--- config.mk ---
export PLATFORM = sky130hd
export DESIGN_NAME = dpsem_host_ctrl
export DESIGN_NICKNAME = d
export VERILOG_FILES = /design/src/dpsem_host_pkg.sv /design/src/dpsem_pin_cycle.sv /design/src/dpsem_host_ctrl.sv
export SDC_FILE = /design/constraint.sdc
export NUM_CORES = 1
export LEC_CHECK = 0
export BUFFER_PORTS_ARGS = -buffer_cell sky130_fd_sc_hd__buf_2
export CAP_MARGIN = 10
export CORE_MARGIN = 5
export CORE_UTILIZATION = 30
export CTS_BUF_LIST = sky130_fd_sc_hd__clkbuf_4 sky130_fd_sc_hd__clkbuf_8 sky130_fd_sc_hd__clkbuf_16
export CTS_CLUSTER_SIZE = 8
export DETAILED_ROUTE_END_ITERATION = 10
export SLEW_MARGIN = 20
export SYNTH_ARGS = -nofsm -noshare
export SYNTH_HDL_FRONTEND = slang
export SYNTH_HIERARCHICAL = 1
export SYNTH_SLANG_ARGS = --single-unit
--- constraint.sdc ---
create_clock -name ref_clk -period 1.8 [get_ports ref_clk]
set_input_delay 0.09 -clock ref_clk [delete_from_list [all_inputs] [get_ports ref_clk]]
set_output_delay 0.09 -clock ref_clk [all_outputs]
set_load 0.1 [all_outputs]
--- src/dpsem_host_pkg.sv ---
// Package for the dual-port semaphore and mailbox host controller.
// Assumes a 100 MHz ref_clk; all pin timing is expressed in clock cycles.
`default_nettype none
package dpsem_host_pkg;
  // Clock period in ns
  localparam int CLK_PERIOD_NS = 10;
  // Pin widths of one port of the dual-port device
  localparam int ADDR_W = 17;
  localparam int DATA_W = 9;
  localparam int SEM_IDX_W = 3;
  // Mailbox addresses: top word is the right mailbox, next the left one
  localparam logic [16:0] RIGHT_MBOX_ADDR = 17'h1ffff;
  localparam logic [16:0] LEFT_MBOX_ADDR = 17'h1fffe;
  // Timing figures in ns
  localparam int SEM_RELEASE_GAP_TIME_NS = 15;
  localparam int SEM_WRITE_TO_READ_DELAY_NS = 10;
  localparam int ACCESS_TIME_NS = 25;
  localparam int WRITE_PULSE_TIME_NS = 20;
  // Least times rounded up to cycles
  localparam int GAP_CYC = (SEM_RELEASE_GAP_TIME_NS + CLK_PERIOD_NS - 1) / CLK_PERIOD_NS;
  localparam int ACC_CYC = (ACCESS_TIME_NS + SEM_WRITE_TO_READ_DELAY_NS + CLK_PERIOD_NS - 1)
                           / CLK_PERIOD_NS;
  localparam int WR_CYC = (WRITE_PULSE_TIME_NS + CLK_PERIOD_NS - 1) / CLK_PERIOD_NS;
  // Width of the phase counter
  localparam int CNT_W = 4;
  // Software register offsets (word index on the command port)
  localparam logic [3:0] REG_CMD = 4'h0;
  localparam logic [3:0] REG_ADDR = 4'h1;
  localparam logic [3:0] REG_WDATA = 4'h2;
  localparam logic [3:0] REG_STATUS = 4'h3;
  localparam logic [3:0] REG_RDATA = 4'h4;
  // Command codes written to REG_CMD
  localparam logic [2:0] CMD_MEM_WRITE = 3'h1;
  localparam logic [2:0] CMD_MEM_READ = 3'h2;
  localparam logic [2:0] CMD_SEM_CLAIM = 3'h3;
  localparam logic [2:0] CMD_SEM_RELEASE = 3'h4;
  localparam logic [2:0] CMD_SEM_READ = 3'h5;
  // Status bit positions
  localparam int ST_BUSY = 0;
  localparam int ST_OWNED = 1;
  localparam int ST_IRQ = 2;
  localparam int ST_POLLING = 3;
  // Reset values
  localparam logic [16:0] ADDR_RST = 17'h00000;
  localparam logic [8:0] DATA_RST = 9'h000;
endpackage : dpsem_host_pkg
`default_nettype wire

--- src/dpsem_pin_cycle.sv ---
// One asynchronous pin cycle on a port of the dual-port device.
// Assumes the device answers within the access time held in the package.
`default_nettype none
module dpsem_pin_cycle (
  // Clock and reset
  input wire logic ref_clk,
  input wire logic rst_n,
  // Request from the sequencer
  input wire logic start,
  input wire logic is_write,
  input wire logic is_sem,
  input wire logic [16:0] addr,
  input wire logic [8:0] wdata,
  // Completion
  output logic done,
  output logic [8:0] rdata,
  // Device pins
  output logic chip_select_n,
  output logic semaphore_select_n,
  output logic read_not_write,
  output logic output_enable_n,
  output logic [16:0] addr_pin,
  output logic [8:0] data_out,
  output logic data_oe,
  input wire logic [8:0] data_in
);
  // Cycle phases
  typedef enum logic [1:0] {PH_IDLE, PH_SETUP, PH_ACTIVE, PH_GAP} phase_type;
  phase_type phase_r;
  logic [dpsem_host_pkg::CNT_W-1:0] cnt_r;
  logic wr_r;
  logic sem_r;
  logic [8:0] din_s1_r;
  logic [8:0] din_s2_r;
  // Length of the active phase
  wire logic [dpsem_host_pkg::CNT_W-1:0] active_len =
    wr_r ? dpsem_host_pkg::CNT_W'(dpsem_host_pkg::WR_CYC)
         : dpsem_host_pkg::CNT_W'(dpsem_host_pkg::ACC_CYC + 2);
  wire logic cnt_last = (cnt_r == '0);

  // Data pin synchroniser
  always_ff @(posedge ref_clk or negedge rst_n) begin
    if (!rst_n) begin
      din_s1_r <= dpsem_host_pkg::DATA_RST;
      din_s2_r <= dpsem_host_pkg::DATA_RST;
    end else begin
      din_s1_r <= data_in;
      din_s2_r <= din_s1_r;
    end
  end

  // Phase sequencer; strobes go high for the gap after every cycle
  always_ff @(posedge ref_clk or negedge rst_n) begin
    if (!rst_n) begin
      phase_r <= PH_IDLE;
      cnt_r <= '0;
      wr_r <= 1'b0;
      sem_r <= 1'b0;
      addr_pin <= dpsem_host_pkg::ADDR_RST;
      data_out <= dpsem_host_pkg::DATA_RST;
      rdata <= dpsem_host_pkg::DATA_RST;
      done <= 1'b0;
    end else begin
      done <= 1'b0;
      case (phase_r)
        PH_IDLE: begin
          if (start) begin
            wr_r <= is_write;
            sem_r <= is_sem;
            addr_pin <= addr;
            data_out <= wdata;
            cnt_r <= '0;
            phase_r <= PH_SETUP;
          end
        end
        PH_SETUP: begin
          cnt_r <= active_len;
          phase_r <= PH_ACTIVE;
        end
        PH_ACTIVE: begin
          if (cnt_last) begin
            if (!wr_r) rdata <= din_s2_r;
            cnt_r <= dpsem_host_pkg::CNT_W'(dpsem_host_pkg::GAP_CYC);
            phase_r <= PH_GAP;
          end else begin
            cnt_r <= cnt_r - 1'b1;
          end
        end
        PH_GAP: begin
          if (cnt_last) begin
            done <= 1'b1;
            phase_r <= PH_IDLE;
          end else begin
            cnt_r <= cnt_r - 1'b1;
          end
        end
        default: phase_r <= PH_IDLE;
      endcase
    end
  end

  // Pin decode; chip and semaphore selects are never low together
  wire logic active = (phase_r == PH_ACTIVE);
  assign chip_select_n = !(active && !sem_r);
  assign semaphore_select_n = !(active && sem_r);
  assign read_not_write = !(active && wr_r);
  assign output_enable_n = !(active && !wr_r);
  assign data_oe = active && wr_r;

  // Selects stay exclusive
  a_sel_exclusive: assert property (@(posedge ref_clk) disable iff (!rst_n)
    !(!chip_select_n && !semaphore_select_n)) else $error("both selects low");
endmodule : dpsem_pin_cycle
`default_nettype wire

--- src/dpsem_host_ctrl.sv ---
// Host controller for one port of a dual-port RAM with semaphores and mailbox.
// Assumes software on a plain strobe port and the device pins on the other side.
`default_nettype none
module dpsem_host_ctrl (
  // Clock and reset
  input wire logic ref_clk,
  input wire logic rst_n,
  // Software register port
  input wire logic [3:0] reg_addr,
  input wire logic [31:0] reg_wdata,
  input wire logic reg_write,
  input wire logic reg_read,
  output logic [31:0] reg_rdata,
  // Which port this host drives: high for the left port
  input wire logic is_left_port,
  // Device pins
  output logic chip_select_n,
  output logic semaphore_select_n,
  output logic read_not_write,
  output logic output_enable_n,
  output logic [16:0] addr_pin,
  output logic [8:0] data_out,
  output logic data_oe,
  input wire logic [8:0] data_in,
  input wire logic mailbox_irq_n
);
  // Sequencer states
  typedef enum logic [2:0] {ST_IDLE, ST_CLAIM_WR, ST_CLAIM_RD, ST_SINGLE} seq_type;
  seq_type state_r;
  logic [16:0] addr_r;
  logic [8:0] wdata_r;
  logic [8:0] rdata_r;
  logic owned_r;
  logic polling_r;
  logic irq_s1_r;
  logic irq_s2_r;
  logic start_r;
  logic is_write_r;
  logic is_sem_r;
  logic [16:0] cyc_addr_r;
  logic [8:0] cyc_wdata_r;
  logic [8:0] cyc_rdata;
  logic cyc_done;

  // Register decode
  function automatic logic hit(input logic [3:0] a, input logic [3:0] off);
    return a == off;
  endfunction
  wire logic busy = (state_r != ST_IDLE);
  wire logic cmd_wr = reg_write && hit(reg_addr, dpsem_host_pkg::REG_CMD) && !busy;
  wire logic [2:0] cmd_code = reg_wdata[2:0];
  wire logic [31:0] status_word = {28'h0000000, polling_r, !irq_s2_r, owned_r, busy};
  // Semaphore address keeps only the latch index
  wire logic [16:0] sem_addr = {14'h0000, addr_r[2:0]};
  // Own mailbox is the second-highest word on the left, highest on the right
  wire logic [16:0] own_mbox = is_left_port ? dpsem_host_pkg::LEFT_MBOX_ADDR
                                            : dpsem_host_pkg::RIGHT_MBOX_ADDR;
  wire logic [16:0] peer_mbox = is_left_port ? dpsem_host_pkg::RIGHT_MBOX_ADDR
                                             : dpsem_host_pkg::LEFT_MBOX_ADDR;
  wire logic claim_won = !cyc_rdata[0];

  // Interrupt pin synchroniser
  always_ff @(posedge ref_clk or negedge rst_n) begin
    if (!rst_n) begin
      irq_s1_r <= 1'b1;
      irq_s2_r <= 1'b1;
    end else begin
      irq_s1_r <= mailbox_irq_n;
      irq_s2_r <= irq_s1_r;
    end
  end

  // Software writable registers
  always_ff @(posedge ref_clk or negedge rst_n) begin
    if (!rst_n) begin
      addr_r <= dpsem_host_pkg::ADDR_RST;
      wdata_r <= dpsem_host_pkg::DATA_RST;
    end else begin
      if (reg_write && hit(reg_addr, dpsem_host_pkg::REG_ADDR)) addr_r <= reg_wdata[16:0];
      if (reg_write && hit(reg_addr, dpsem_host_pkg::REG_WDATA)) wdata_r <= reg_wdata[8:0];
    end
  end

  // Read data one cycle after the strobe; unmapped reads give zero
  always_ff @(posedge ref_clk or negedge rst_n) begin
    if (!rst_n) begin
      reg_rdata <= 32'h00000000;
    end else if (reg_read) begin
      case (reg_addr)
        dpsem_host_pkg::REG_ADDR: reg_rdata <= {15'h0000, addr_r};
        dpsem_host_pkg::REG_WDATA: reg_rdata <= {23'h000000, wdata_r};
        dpsem_host_pkg::REG_STATUS: reg_rdata <= status_word;
        dpsem_host_pkg::REG_RDATA: reg_rdata <= {23'h000000, rdata_r};
        default: reg_rdata <= 32'h00000000;
      endcase
    end else begin
      reg_rdata <= 32'h00000000;
    end
  end

  // Command sequencer
  always_ff @(posedge ref_clk or negedge rst_n) begin
    if (!rst_n) begin
      state_r <= ST_IDLE;
      start_r <= 1'b0;
      is_write_r <= 1'b0;
      is_sem_r <= 1'b0;
      cyc_addr_r <= dpsem_host_pkg::ADDR_RST;
      cyc_wdata_r <= dpsem_host_pkg::DATA_RST;
      rdata_r <= dpsem_host_pkg::DATA_RST;
      owned_r <= 1'b0;
      polling_r <= 1'b0;
    end else begin
      start_r <= 1'b0;
      case (state_r)
        ST_IDLE: begin
          if (cmd_wr) begin
            start_r <= 1'b1;
            case (cmd_code)
              dpsem_host_pkg::CMD_MEM_WRITE: begin
                // Mailbox writes go to addr_r; the peer mailbox raises its interrupt
                is_write_r <= 1'b1;
                is_sem_r <= 1'b0;
                cyc_addr_r <= addr_r;
                cyc_wdata_r <= wdata_r;
                state_r <= ST_SINGLE;
              end
              dpsem_host_pkg::CMD_MEM_READ: begin
                is_write_r <= 1'b0;
                is_sem_r <= 1'b0;
                cyc_addr_r <= addr_r;
                state_r <= ST_SINGLE;
              end
              dpsem_host_pkg::CMD_SEM_CLAIM: begin
                // Request by writing zero on data bit zero
                is_write_r <= 1'b1;
                is_sem_r <= 1'b1;
                cyc_addr_r <= sem_addr;
                cyc_wdata_r <= 9'h000;
                polling_r <= 1'b1;
                state_r <= ST_CLAIM_WR;
              end
              dpsem_host_pkg::CMD_SEM_RELEASE: begin
                is_write_r <= 1'b1;
                is_sem_r <= 1'b1;
                cyc_addr_r <= sem_addr;
                cyc_wdata_r <= 9'h001;
                owned_r <= 1'b0;
                state_r <= ST_SINGLE;
              end
              dpsem_host_pkg::CMD_SEM_READ: begin
                is_write_r <= 1'b0;
                is_sem_r <= 1'b1;
                cyc_addr_r <= sem_addr;
                state_r <= ST_SINGLE;
              end
              default: begin
                start_r <= 1'b0;
              end
            endcase
          end
        end
        ST_CLAIM_WR: begin
          // Pin cycle ends with the release gap before the verifying read
          if (cyc_done) begin
            start_r <= 1'b1;
            is_write_r <= 1'b0;
            state_r <= ST_CLAIM_RD;
          end
        end
        ST_CLAIM_RD: begin
          if (cyc_done) begin
            rdata_r <= cyc_rdata;
            if (claim_won) begin
              owned_r <= 1'b1;
              polling_r <= 1'b0;
              state_r <= ST_IDLE;
            end else begin
              start_r <= 1'b1;
            end
          end
        end
        ST_SINGLE: begin
          if (cyc_done) begin
            if (!is_write_r) rdata_r <= cyc_rdata;
            state_r <= ST_IDLE;
          end
        end
        default: state_r <= ST_IDLE;
      endcase
    end
  end

  // One pin cycle at a time
  dpsem_pin_cycle u_cycle (
    .ref_clk(ref_clk),
    .rst_n(rst_n),
    .start(start_r),
    .is_write(is_write_r),
    .is_sem(is_sem_r),
    .addr(cyc_addr_r),
    .wdata(cyc_wdata_r),
    .done(cyc_done),
    .rdata(cyc_rdata),
    .chip_select_n(chip_select_n),
    .semaphore_select_n(semaphore_select_n),
    .read_not_write(read_not_write),
    .output_enable_n(output_enable_n),
    .addr_pin(addr_pin),
    .data_out(data_out),
    .data_oe(data_oe),
    .data_in(data_in)
  );

  // Never both selects low together
  a_selects_apart: assert property (@(posedge ref_clk) disable iff (!rst_n)
    !(!chip_select_n && !semaphore_select_n)) else $error("selects both low");
  // Verifying read follows a gap with the semaphore select high
  a_gap_before_read: assert property (@(posedge ref_clk) disable iff (!rst_n)
    (state_r == ST_CLAIM_WR && $rose(semaphore_select_n)) |-> semaphore_select_n[*2])
    else $error("no release gap");
  // Semaphore write drives only bit zero
  a_sem_bit_zero: assert property (@(posedge ref_clk) disable iff (!rst_n)
    (!semaphore_select_n && data_oe) |-> (data_out[8:1] == 8'h00)) else $error("high bits");
  // Semaphore address holds only the latch index
  a_sem_index: assert property (@(posedge ref_clk) disable iff (!rst_n)
    !semaphore_select_n |-> (addr_pin[16:3] == 14'h0000)) else $error("sem addr");
  // Claim read of one repeats the poll
  a_poll_again: assert property (@(posedge ref_clk) disable iff (!rst_n)
    (state_r == ST_CLAIM_RD && cyc_done && cyc_rdata[0]) |=> start_r) else $error("no poll");
  // Claim read of zero sets ownership
  a_own_on_zero: assert property (@(posedge ref_clk) disable iff (!rst_n)
    (state_r == ST_CLAIM_RD && cyc_done && !cyc_rdata[0]) |=> owned_r) else $error("no own");
  // Semaphore write keeps output enable high
  a_sem_wr_pins: assert property (@(posedge ref_clk) disable iff (!rst_n)
    (!semaphore_select_n && !read_not_write) |-> (output_enable_n && chip_select_n))
    else $error("sem write pins");
  // Claim writes zero
  a_claim_zero: assert property (@(posedge ref_clk) disable iff (!rst_n)
    (state_r == ST_CLAIM_WR && data_oe) |-> !data_out[0]) else $error("claim not zero");
  // Mailbox addresses are complementary
  a_mbox_pair: assert property (@(posedge ref_clk) disable iff (!rst_n)
    own_mbox != peer_mbox) else $error("mailbox clash");
endmodule : dpsem_host_ctrl
`default_nettype wire

# Word level (Yosys, flattened, before mapping)
# Index checks and enable logic that the tools add are counted.
# op_classes
n_addsub	1
eq_ne	29
muxes	47
bitwise_logic	1
reduce_logical	43
# ops
cell	n
one-hot mux 17 bit (4 select lines)	1
one-hot mux 17 bit (2 select lines)	1
two-way mux 32 bit	1
two-way mux 9 bit	3
one-hot mux 9 bit (3 select lines)	1
two-way mux 3 bit	6
one-hot mux 9 bit (2 select lines)	1
two-way mux 1 bit	17
one-hot mux 4 bit (4 select lines)	1
inequality test 2 x 1 -> 1 bit, second input constant	7
== test 3 x 2 -> 1 bit, second input constant	4
two-way mux 4 bit	3
one-hot mux 3 bit (4 select lines)	1
AND reduction 3 bit	4
inequality test 2 bit, second input constant	5
one-hot mux 1 bit (2 select lines)	5
AND reduction 5 bit	2
== test 4 x 2 -> 1 bit, second input constant	2
logical AND 1 bit	8
logical NOT 1 bit	8
logical NOT 4 bit	2
one-hot mux 2 bit (4 select lines)	1
AND reduction 4 bit	2
nonzero test 2 bit	4
other kinds (22)	31
# totals
register_bits	165
inputBits	51
out_inout_bits	63

# Depth between registers and ports, before layout
# logic_depth
word_depth	5
depth_mapped	7

# Modules after synthesis
# Netlist, hierarchy kept.
# modules_own_cells
module	instances	cells_per_inst	area_per_inst_um2	seq_area_each_um2
dpsem_host_ctrl	1	294	3653.5	2179.6
dpsem_pin_cycle	1	151	2368.5	1551.5

# Worst setup path before layout
# OpenSTA, ideal clock, no wires.
# synth_path
path_kind	reg2out
start	register u_cycle.phase_r[0]
end	output port data_oe
t_arrival_ns	2.236
t_required_ns	1.710
slack_ns	-0.526
path_stages_with_launch	5
cell_sequence	dfrtp_1 inv_1 ha_1 nand2_1 inv_1
# synth_between
elab_chain_len	2
# synth_rtl
element	line	rtl
start, declared	dpsem_pin_cycle.sv:29	phase_type phase_r;
start signal, assigned	dpsem_pin_cycle.sv:55	phase_r <= PH_IDLE;
start signal, assigned	dpsem_pin_cycle.sv:73	phase_r <= PH_SETUP;
start signal, assigned	dpsem_pin_cycle.sv:78	phase_r <= PH_ACTIVE;
== test 2 bit	dpsem_pin_cycle.sv:103	wire logic active = (phase_r == PH_ACTIVE);
logical AND 1 bit	dpsem_pin_cycle.sv:108	assign data_oe = active && wr_r;
end, declared	dpsem_host_ctrl.sv:23	output logic data_oe,
# No other way between the ends.

# Worst setup path in the final report
# layout_path
start	input port reg_wdata[1]
end	register cyc_addr_r[1]
# layout_between
elab_chain_len	4
word_cells_on_any_way	9
cone_classes	eq/ne (5); reduce/logical (4)
# layout_rtl
element	line	rtl
start, declared	dpsem_host_ctrl.sv:10	input wire logic [31:0] reg_wdata,
== test 3 bit (tied with other cells)	dpsem_host_ctrl.sv:119	case (cmd_code)
OR reduction 3 bit (no line) / OR reduction 2 bit (equally long branches)	n/a	
nonzero test 2 bit (no line) *	n/a	
AND reduction 3 bit (no line) *	n/a	
end signal, assigned	dpsem_host_ctrl.sv:124	cyc_addr_r <= addr_r;
end signal, assigned	dpsem_host_ctrl.sv:131	cyc_addr_r <= addr_r;
end signal, assigned	dpsem_host_ctrl.sv:138	cyc_addr_r <= sem_addr;
end, declared	dpsem_host_ctrl.sv:40	logic [16:0] cyc_addr_r;
# Every way passes the cells marked *; elsewhere a longest branch is shown, timed or not.
# A chain may end at the register's enable or synchronous reset.

==> key figures <==
Power and ir drop
  – Max VDD drop: 0.7481 mV
  – Static Leakage: 3.790 nW
  – P per Cell Area: 1417 mW/mm²

Layout
  – Fillers: roughly 1900
  – Area Growth Syn to Fin: 29.42%
  – Antenna diodes: 0
  – Nets: 636
  – Leading cell type in the layout, fill and taps excluded: dfrtp_1
  – Commonest cells after routing, fill and taps aside: dfrtp_1 (147), buf_2 (76), mux2_2 (57)
  – Share of cells above drive strength 1: 0.3790

Drt
  – Drt drc: 0
  – Detail Route Antenna Nets: 0
  – Pre-antenna DRT Iters: 4
  – Via/cell ratio: about 4.5
  – DR vias: about 3800
  – Drt first-iter violations: ~170
  – Per-cell routed wire length: between 15 and 20 µm
  – Total wire length: 13180 µm

Global routing
  – Largest net degree at the start of global routing: 57
  – First-pass GRT wire length: 21160 µm
  – Tot GR Track Use: 0.1193
  – Initial antenna violation count: 2
  – Busiest grt layer: met2
  – Grt total ovfl: 0
  – Met3 Usage GRT: 0.04521
  – Vias in the first global route: 4006
  – M1 GR Usage: 0.1575
  – Met2 Track Usage GR: 0.1871

Setup path
  – WP data required: 2100 ps
  – Worst Path Max Fanout: 12
  – Crit-path cells: dlygate4sd3_1, buf_2, or3_1, nand2_1, or2_1, mux2_1
  – Startpoint Class: primary input
  – Reg2Reg Capture Point: u_cycle/rdata[8]
  – R2r setup slk: 80 ps
  – CP max-delay cell: dlygate4sd3_1
  – Crit end category: flop
  – CP top delay family: simple AND/OR/NAND/NOR gates
  – Arrival time of the worst setup path: 2030 ps
  – Slowest Stage Delay on Critical Path: 540 ps
  – Setup CP Type: in2reg
  – Worst R2R Start: u_cycle/cnt_r[0]
  – R2R cell count: 6
  – Buf+Inv Stages, Crit Path: 2

Yosys
  – Sequential cell area fraction in the yosys report: 0.6196
  – Count of unique library cells instantiated by Yosys: 52
  – Yosys reg bits: between 100 and 150
  – Ys async rst share: 1.000
  – Warnings, synthesis: 6
  – Cells after synthesis: 445
  – EDFF count, synth: 0
  – Main synth FF type: dfrtp_1
  – Cell Area, Synth: 0.006022 mm²
  – Syn_area_per_cell: ~14 µm²

Timing
  – Unrepaired setup endpoints after global routing: false
  – Worst rel slew slack: 0.6225
  – Fin. Hold Viols: 0
  – Final setup fails: 0
  – Setup total negative slack: 0 ps
  – Max Clk Rate: ~0.58 GHz
  – Slew Limit Fails: 0
  – Final setup margin: 66.80 ps
  – Min cycle time layout: 1733 ps
  – Worst Max-Slew Pin Slew: 564.1 ps
  – Clk_skew: roughly 11 ps
  – Post-route clock period utilization: 0.9629

CTS
  – TritonCTS buffer count: 17
  – CTS tree: built
  – CTS max path bufs: 2
  – Worst skew pair latency: 420 ps
  – CTS root buf: clkbuf_16
  – Sink Count: 149
  – Clock-pin slew on the worst setup and hold paths: 60 ps
  – H-Tree Depth: 4

Hold path
  – Min-delay src: reg_wdata[0]
  – Worst hold path class: in2reg
  – Worst hold stages: 2
  – Worst Hold End: addr_r[0]

Floorplanning
  – Die Span X: ~150 µm
  – Cell row count: 51
  – Io pins: 114
  – Die Y-Extent: 151.7 µm
  – Die ar.: 0.02301 mm²
  – Core ar.: 0.01959 mm²
  – Effective utilization at floorplan: 0.3074

Placement
  – HPWL Detailed: 9593 µm
  – Routability cong.: 0.8422
  – Post-Place Setup Slack: 29.23 ps
  – # port buffers: 82

Run
  – MaxCap Viol Count: 0

Run status
  – Outcome: completed
[stage by stage]
step                      power [mW]  hold WS (ps)  area (µm²)  utilization  instances
after CTS                      11.10         39.32        7770       0.3966        854
after global routing           11.59         56.39        7794       0.3978        856
after floorplan                6.539        -205.6        6106            -        459
after global placement         7.072         77.84        6850       0.3497        796
final                          11.04         52.40        7794       0.3978        856
after detailed placement       7.218         86.74        6850       0.3497        796
[worst reg2reg max path: cells and delay by family (launching register included)]
kind | cells | cell delay (ps)
simple gates | 2 | 430
fa+ha+maj | 1 | 200
mux | 1 | 310
flops | 1 | 390
buf+inv | 2 | 260
[Yosys cell counts (all sizes together), types with 3 or more instances]
master  number  area share
dfrtp      147        0.61
mux2        75        0.15
nand2       31       0.019
buf         28       0.032
a22o        23       0.033
o21ai       19       0.016
nor2        18       0.012
inv         14      0.0087
and2        10       0.011
a21oi        8      0.0066
ha           7       0.015
nor2b        6      0.0062
a22oi        5      0.0062
o31ai        5      0.0071
a222oi       4      0.0066
clkbuf       4      0.0025
nand3b       4      0.0050
nor3b        4      0.0087
nand2b       3      0.0031
nor3         3      0.0033
or3          3      0.0031
[cell families after synthesis]
kind of cell | share of synthesized area
compound gates | 0.08934
xor+xnor | 0.002909
fa+ha+maj | 0.01454
buf+inv | 0.04301
flops | 0.6196
mux | 0.1459
other cells | 0.0006227
simple gates | 0.08415
[layer usage]
layer | wire [µm] | vias up
met2 | 6118 | 107
met3 | 859 | 13
met4 | 102 | 4
met1 | 6083 | 1884
li1 | - | 1809
met5 | 21 | -
[what timing repair did]
action	4_1_cts	5_1_grt
endpoints found under the hold margin	83	0
hold buffers	26	0
setup buffers	0	2
resized for setup	6	4
endpoints found under the setup margin	5	17
[power by group]
| part | internal (mW) | switching (mW) | leakage [nW] |
|---|---|---|---|
| clock network | 2.43 | 1.35 | 0.310 |
| registers | 3.99 | 0.491 | 1.90 |
| logic | 1.14 | 1.63 | 1.57 |
| total | 7.56 | 3.48 | 3.79 |
[worst max-delay path by stage]
stage	to	startpoint	depth (start not counted)
finish	cyc_addr_r[1]	reg_wdata[1]	6
detailed placement	u_cycle/rdata[2]	u_cycle/cnt_r[0]	6
global placement	u_cycle/rdata[4]	u_cycle/cnt_r[0]	6
global route	u_cycle/rdata[0]	u_cycle/cnt_r[1]	6
floorplan	u_cycle/rdata[0]	u_cycle/phase_r[0]	6
CTS	u_cycle/rdata[1]	u_cycle/cnt_r[0]	6
[area by class of cell]
cell class	instances	area, µm²	share of cell area
clock buffer	21	467.9	0.06004
clock inverter	11	175.2	0.02248
multi-input combinational	264	2117	0.2716
sequential	149	3731	0.4787
timing repair buffer	132	914.6	0.1174
inverter	14	56.30	0.007224
tap	265	331.6	0.04254
[flip-flops by register name, indices dropped and copies added (netlist names), 17 cells and up]
name / cells
addr_r: 17
cyc_addr_r: 17
reg_rdata: 17
u_cycle/addr_pin: 17
No activity file was read; power rests on OpenSTA's default activity.
